===== src/logic/scws_defines.vh =====
// Constants for the CAS waveform sequencer.
`ifndef SCWS_DEFINES_VH
`define SCWS_DEFINES_VH
`define SCWS_WAVE_BITS 96
`define SCWS_WORD_BITS 32
`define SCWS_IDX_BITS 7
`define SCWS_BEAT_BITS 4
`define SCWS_BURST_DEFAULT 8
`define SCWS_RST_WAVE0 32'hAAAAAA9F
`define SCWS_RST_WAVE1 32'hAAAAAAAA
`define SCWS_RST_WAVE2 32'hAAAAAAAA
`define SCWS_ST_IDLE 2'h0
`define SCWS_ST_RUN 2'h1
`define SCWS_ST_DONE 2'h2
`endif


===== src/logic/scws_edge_filter.v =====
// Reference edge filter that drops odd transitions under a half-rate clock.
`timescale 1ns/1ps
module scws_edge_filter (
	input wire sys_clk,
	input wire rst,
	input wire clk_en,
	input wire start,
	input wire half_rate,
	input wire rise_seen,
	output reg ref_edge
);
	reg phase_reg;

	// Under half rate only every second rising transition counts, so each beat eats two.
	always @(posedge sys_clk) begin
		if (rst) begin
			phase_reg <= 1'b0;
			ref_edge <= 1'b0;
		end else if (clk_en) begin
			if (start) begin
				phase_reg <= 1'b0;
				ref_edge <= 1'b0;
			end else if (rise_seen) begin
				phase_reg <= ~phase_reg;
				ref_edge <= ~half_rate | phase_reg;
			end else begin
				ref_edge <= 1'b0;
			end
		end
	end
endmodule


===== src/logic/scws_sequencer.v =====
// Top of the SDRAM and synchronous ROM CAS waveform sequencer.
`timescale 1ns/1ps
`include "scws_defines.vh"
module scws_sequencer #(
	parameter BURST_LEN = `SCWS_BURST_DEFAULT
) (
	input wire sys_clk,
	input wire rst,
	input wire clk_en,
	input wire [31:0] cas_waveform_rotate0,
	input wire [31:0] cas_waveform_rotate1,
	input wire [31:0] cas_waveform_rotate2,
	input wire access_start,
	input wire access_is_rom,
	input wire [3:0] burst_beats,
	input wire rom_clock_half_rate,
	input wire pair01_clock_half_rate,
	input wire pair23_clock_half_rate,
	input wire bank_pair23,
	output reg row_strobe_or_sync_select_n,
	output reg sync_column_strobe_n,
	output reg latch_ref_edge,
	output reg [6:0] ras_cas_ones,
	output reg delayed_latch,
	output reg busy,
	output reg wave_error
);
	// ----------------------------------------
	// Waveform assembly and static decode
	// ----------------------------------------
	wire [95:0] wave;
	wire half_rate;
	reg [6:0] lead_cnt;
	reg [1:0] gap_cnt;
	reg run_ok;
	reg in_gap;
	integer i;

	// The third word sits above the second, the second above the first.
	assign wave = {cas_waveform_rotate2, cas_waveform_rotate1, cas_waveform_rotate0};
	assign half_rate = access_is_rom ? rom_clock_half_rate :
		(bank_pair23 ? pair23_clock_half_rate : pair01_clock_half_rate);

	// Count leading ones and the zeros that follow before the next one.
	always @* begin
		lead_cnt = 7'h00;
		gap_cnt = 2'h0;
		run_ok = 1'b1;
		in_gap = 1'b0;
		for (i = 0; i < `SCWS_WAVE_BITS; i = i + 1) begin
			if (run_ok && !in_gap && wave[i]) begin
				lead_cnt = lead_cnt + 7'h01;
			end else if (run_ok && !wave[i]) begin
				in_gap = 1'b1;
				if (gap_cnt != 2'h3) begin
					gap_cnt = gap_cnt + 2'h1;
				end
			end else if (run_ok && in_gap && wave[i]) begin
				run_ok = 1'b0;
			end
		end
	end

	// ----------------------------------------
	// Walk through the waveform
	// ----------------------------------------
	// State codes; DONE costs one cycle so the row strobe, and for SDRAM the column strobe, rise in the same cycle that busy falls.
	localparam [1:0] ST_IDLE = `SCWS_ST_IDLE;
	localparam [1:0] ST_RUN = `SCWS_ST_RUN;
	localparam [1:0] ST_DONE = `SCWS_ST_DONE;
	reg [1:0] state_reg;
	reg cas_started_reg;
	reg [6:0] idx_reg;
	reg prev_bit_reg;
	reg [4:0] beat_reg;
	reg first_col_reg;
	reg rom_reg;
	reg [4:0] beat_target;
	wire cur_bit;
	wire rise_seen;
	wire ref_edge;

	assign cur_bit = wave[idx_reg];
	// Only rising transitions after the strobe has first asserted are references.
	// A ROM strobe is back high one cycle after it falls, so a flag and not the pin gates them.
	assign rise_seen = (state_reg == ST_RUN) && cas_started_reg && cur_bit && !prev_bit_reg;

	always @* begin
		beat_target = (burst_beats == 4'h0) ? BURST_LEN[4:0] : {1'b0, burst_beats};
	end

	// The filter adds one register stage, so a beat is counted one cycle after its rise.
	// The filter phase restarts with every access so the first rise is always the odd one.
	scws_edge_filter u_filter (
		.sys_clk(sys_clk),
		.rst(rst),
		.clk_en(clk_en),
		.start(access_start && state_reg == ST_IDLE),
		.half_rate(half_rate),
		.rise_seen(rise_seen),
		.ref_edge(ref_edge)
	);

	// ----------------------------------------
	// Main sequence
	// ----------------------------------------
	// Row strobe first, bit zero goes out one cycle later.
	// The waveform inputs must stay put for the whole access; they are read live, not copied.
	always @(posedge sys_clk) begin
		if (rst) begin
			state_reg <= ST_IDLE;
			idx_reg <= 7'h00;
			prev_bit_reg <= 1'b1;
			beat_reg <= 5'h00;
			first_col_reg <= 1'b0;
			rom_reg <= 1'b0;
			cas_started_reg <= 1'b0;
			row_strobe_or_sync_select_n <= 1'b1;
			sync_column_strobe_n <= 1'b1;
			latch_ref_edge <= 1'b0;
			ras_cas_ones <= 7'h00;
			delayed_latch <= 1'b0;
			busy <= 1'b0;
			wave_error <= 1'b0;
		end else if (clk_en) begin
			latch_ref_edge <= ref_edge;
			case (state_reg)
				ST_IDLE: begin
					sync_column_strobe_n <= 1'b1;
					if (access_start) begin
						row_strobe_or_sync_select_n <= 1'b0;
						state_reg <= ST_RUN;
						cas_started_reg <= 1'b0;
						idx_reg <= 7'h00;
						prev_bit_reg <= 1'b1;
						beat_reg <= 5'h00;
						first_col_reg <= 1'b1;
						rom_reg <= access_is_rom;
						busy <= 1'b1;
						ras_cas_ones <= lead_cnt;
						// Two zeros mean delayed latching, dropped under half rate.
						delayed_latch <= (gap_cnt == 2'h2) && !half_rate;
						wave_error <= (gap_cnt == 2'h0) || (gap_cnt == 2'h3) || (lead_cnt == 7'h00);
					end
				end
				ST_RUN: begin
					prev_bit_reg <= cur_bit;
					// Wrap at the top bit; a full pattern never needs it for eight beats.
					idx_reg <= (idx_reg == 7'd95) ? 7'h00 : idx_reg + 7'h01;
					if (sync_column_strobe_n && first_col_reg && prev_bit_reg && !cur_bit) begin
						sync_column_strobe_n <= 1'b0;
						// Remembered apart from the pin, which a ROM access raises again at once.
						cas_started_reg <= 1'b1;
					end else if (!sync_column_strobe_n && first_col_reg) begin
						first_col_reg <= 1'b0;
						if (rom_reg) begin
							sync_column_strobe_n <= 1'b1;
						end
					end
					if (ref_edge) begin
						// SDRAM strobe stays low until the last beat is latched.
						beat_reg <= beat_reg + 5'h01;
						if (beat_reg + 5'h01 >= beat_target) begin
							state_reg <= ST_DONE;
						end
					end
				end
				// The last latch pulse is still out while busy is high in this cycle.
				ST_DONE: begin
					sync_column_strobe_n <= 1'b1;
					row_strobe_or_sync_select_n <= 1'b1;
					busy <= 1'b0;
					cas_started_reg <= 1'b0;
					state_reg <= ST_IDLE;
				end
				// An unused code falls back to idle; only the column strobe is raised there next cycle.
				default: begin
					state_reg <= ST_IDLE;
				end
			endcase
		end
	end
endmodule


===== config.mk =====
export PLATFORM = sky130hd
export DESIGN_NAME = scws_sequencer
export DESIGN_NICKNAME = d
export VERILOG_FILES = /design/src/logic/scws_edge_filter.v /design/src/logic/scws_sequencer.v
export VERILOG_INCLUDE_DIRS = /design/src /design/src/logic
export SDC_FILE = /design/constraint.sdc
export NUM_CORES = 1
export LEC_CHECK = 0
export ABC_CLOCK_PERIOD_IN_PS = 72400
export BUFFER_PORTS_ARGS = -buffer_cell sky130_fd_sc_hd__buf_2
export CAP_MARGIN = 20
export CORE_MARGIN = 10
export CORE_UTILIZATION = 35
export DETAILED_ROUTE_END_ITERATION = 16
export PLACE_DENSITY = 0.53
export SLEW_MARGIN = 0
export SYNTH_ARGS = -nofsm -noshare
export SYNTH_HDL_FRONTEND = slang
export SYNTH_SLANG_ARGS = --single-unit

===== constraint.sdc =====
create_clock -name sys_clk -period 72.4 [get_ports sys_clk]
set_input_delay 7.24 -clock sys_clk [delete_from_list [all_inputs] [get_ports sys_clk]]
set_output_delay 7.24 -clock sys_clk [all_outputs]
set_load 0.02 [all_outputs]

==> impl_metrics.tcl <==
set metrics [dict create \
    fin_crit_ns 66.49 \
    cts_made_buffers 5 \
    worstSetupPathType "in2reg" \
    synth-main-ff-cell "dfxtp_1" \
    intPower_w 0.0000820 \
    root_buffer "clkbuf_16" \
    overflow 0 \
    cp_data_required_time_ns 72.59 \
    max_freq_mhz 15.0 \
    ys_types 131 \
    r2r_start "idx_reg[0]" \
    ant_nets 0 \
    vias_per_cell 5.62 \
    clk_latency_ns 0.27 \
    path_common_cell "ha_1" \
    clockBufferDepth 2 \
    synth_area_leader_cell "xnor2_1" \
    routedLengthMet1_mm 33.9 \
    wl_met2_mm 33.2 \
    grt_pass1_wl_mm 115 \
    synth_most_common_cell "nand2_1" \
    period_share 0.918 \
    worstHoldPathCells 2 \
    grt_usage 0.169 \
    async_reset_ff_frac 0 \
    dp.final_hpwl_mm 57.2 \
    grt_pass1_vias 22142 \
    p_leak_nw 9.08 \
    critical_path.slowest_cell "a211oi_1" \
    critPathTopFamily "adder cells" \
    io_pins 122 \
    critical_path.max_stage_delay_ns 0.56 \
    routedWlPerCell_um 16.4 \
    p_switching_w 0.0000839 \
    p_comb_frac 0.765 \
    synth-edff-count 0 \
    ys_warn_count 0 \
    drt_iter0_drc 1533 \
    grt_max_degree 34 \
    antenna_found_initial 14 \
    p_total_w 0.000166 \
    synth_top_area_share 0.0853 \
    hold_start "ras_cas_ones[3]" \
    post_cts_buffers 0 \
    io_buffer_count 121 \
    fin_area_sq_um 25200 \
    start_util 0.354 \
    seq_area_frac_synth 0.0276 \
    cp.arrival_ns 66.69 \
    dr.pass1.iters 5 \
    wl_mm 69.8 \
    grt_setup_unrepaired "false" \
    maxCapViolations 0 \
    seqPwrFrac 0.116 \
    die_w_um 281 \
    core_area_sq_um 67500 \
    startpoint "cas_waveform_rotate0[1]" \
    hold_violations 0 \
    worst-path-buf-inv 17 \
    cts_hold_buf 0 \
    worstHoldPathType "reg2reg" \
    fin_setup_tns_ns 0 \
    synthTopCellsByCount "411 x nand2_1, 338 x nor2_1, 233 x xnor2_1, 168 x a21oi_1, 153 x o21ai_0" \
    syn_nets 3605 \
    chipHeight_um 281 \
    pwr-share-clk 0.119 \
    synth.avg_cell_area_sq_um 7.05 \
    syn_inst 3391 \
    startpoint_type "primary input" \
    relSlewSlack 0.311 \
    cts_tree "yes" \
    clock_skew_ns 0.00463 \
    swShare 0.506 \
    area_growth_pct 5.33 \
    synth-seq-cells 33 \
    layout_setup_ws_ns 5.91 \
    setup_violations 0 \
    powerDensity_nw_per_um2 6.59 \
    r2r_cells 11 \
    maxUsedRoutingLayer "met5" \
    pre_cts_ws_ns 5.87 \
    synth_area_sq_um 23900 \
    status "completed" \
    ir_drop_v 0.00000766 \
    cts.reportedPaths.clkPinSlew_ns 0.05 \
    fp.dieArea_sq_um 79200 \
    cts_resized 0 \
    via_count 23986 \
    cp-end-kind "flip-flop" \
    place_area_sq_um 25000 \
    clkSinkCount 33 \
    cts_max_level 2 \
    tightest_slew_ns 1.02 \
    slew_violations 0 \
    globalplace.congestion 0.863 \
    layout.nets 3600 \
    drc 0 \
    rows 95 \
    ys_top_cells_by_area "xnor2_1 8.5%, nand2_1 6.4%, ha_1 5.5%" \
    drive_above_1_share 0.115 \
    met3_length_mm 2.05 \
    worst-path-stages 301 \
    critPathMaxFanout 13 \
]
power groups by stage:
stage | Combinational (W) | Sequential, W | Clock, W
2_1_floorplan | 0.0000997 | 0.0000201 | 0
3_3_place_gp | 0.000126 | 0.0000197 | 0
3_5_place_dp | 0.000126 | 0.0000197 | 0
4_1_cts | 0.000127 | 0.0000193 | 0.0000202
5_1_grt | 0.000142 | 0.0000194 | 0.0000210
6_report | 0.000127 | 0.0000193 | 0.0000198
routing by layer:
| layer | vias to the layer above | track usage |
|---|---|---|
| met5 | - | 0 |
| met2 | 326 | 0.292 |
| met4 | 12 | 0.0160 |
| met3 | 40 | 0.0138 |
| met1 | 11252 | 0.232 |
| li1 | 12356 | - |
cell families (layout without fill, tap and decap cells):
| group | Yosys count | in the layout | share of synthesized area |
|---|---|---|---|
| fa+ha+maj | 118 | 118 | 0.0604 |
| flops | 33 | 33 | 0.0276 |
| xor+xnor | 488 | 488 | 0.236 |
| mux | 129 | 129 | 0.0716 |
| buf+inv | 288 | 284 | 0.0507 |
| other cells | 0 | 7 | 0 |
| simple gates | 1554 | 1554 | 0.330 |
| compound gates | 781 | 781 | 0.224 |
layout make-up:
class / count / area [sq um]
Timing Repair Buffer: 135 / 708
Fill cell: 7327 / 42300
Multi-Input combinational cell: 3070 / 22000
Clock inverter: 2 / 10.0
Antenna cell: 7 / 17.5
Inverter: 141 / 529
Tap cell: 873 / 1090
Sequential cell: 33 / 663
Clock buffer: 6 / 129
path summary, 6_finish.rpt:
path,to,slack [ns]
setup reg to reg,sync_column_strobe_n,69.08
hold / removal,ras_cas_ones[3],0.45
setup / recovery,wave_error,5.91
hold reg to reg,ras_cas_ones[3],0.45
stage by stage:
step / utilization / hold slack (ns) / instances
after CTS: 0.373 / 0.451 / 4259
final: 0.373 / 0.449 / 4267
after global routing: 0.373 / 0.473 / 4265
after detailed placement: 0.371 / 0.443 / 4251
after floorplan: - / 0.436 / 3391
after global placement: 0.371 / 0.439 / 4251
cell usage in the layout, fill, tap and decap left out, types with 19 or more instances in the layout:
| cell type | count |
|---|---|
| xor2_1 | 149 |
| xor2_2 | 20 |
| ha_1 | 105 |
| buf_2 | 121 |
| a21o_1 | 26 |
| inv_1 | 138 |
| nor2b_1 | 58 |
| dfxtp_1 | 31 |
| mux2i_1 | 68 |
| or3_1 | 43 |
| xnor2_2 | 26 |
| nand4_1 | 65 |
| mux2_2 | 27 |
| nand2b_1 | 54 |
| nand3_1 | 141 |
| nand2_1 | 411 |
| a21oi_1 | 168 |
| and2_1 | 50 |
| xnor2_1 | 233 |
| o21ai_0 | 153 |
| a31oi_1 | 41 |
| and3_1 | 54 |
| o21ai_1 | 19 |
| o211ai_1 | 35 |
| o21a_1 | 23 |
| nor2_1 | 338 |
| a21boi_0 | 20 |
| nor4_1 | 42 |
| mux4_2 | 30 |
| nor3b_1 | 22 |
| nor3_1 | 114 |
| or2_2 | 36 |
| a211oi_1 | 48 |
worst min-delay path, cell delays in order (launching register included):
cell     delay [ns]
dfxtp_1        0.30
nand2_1        0.05
a21oi_1        0.05
No activity file was read; power rests on OpenSTA's default activity.
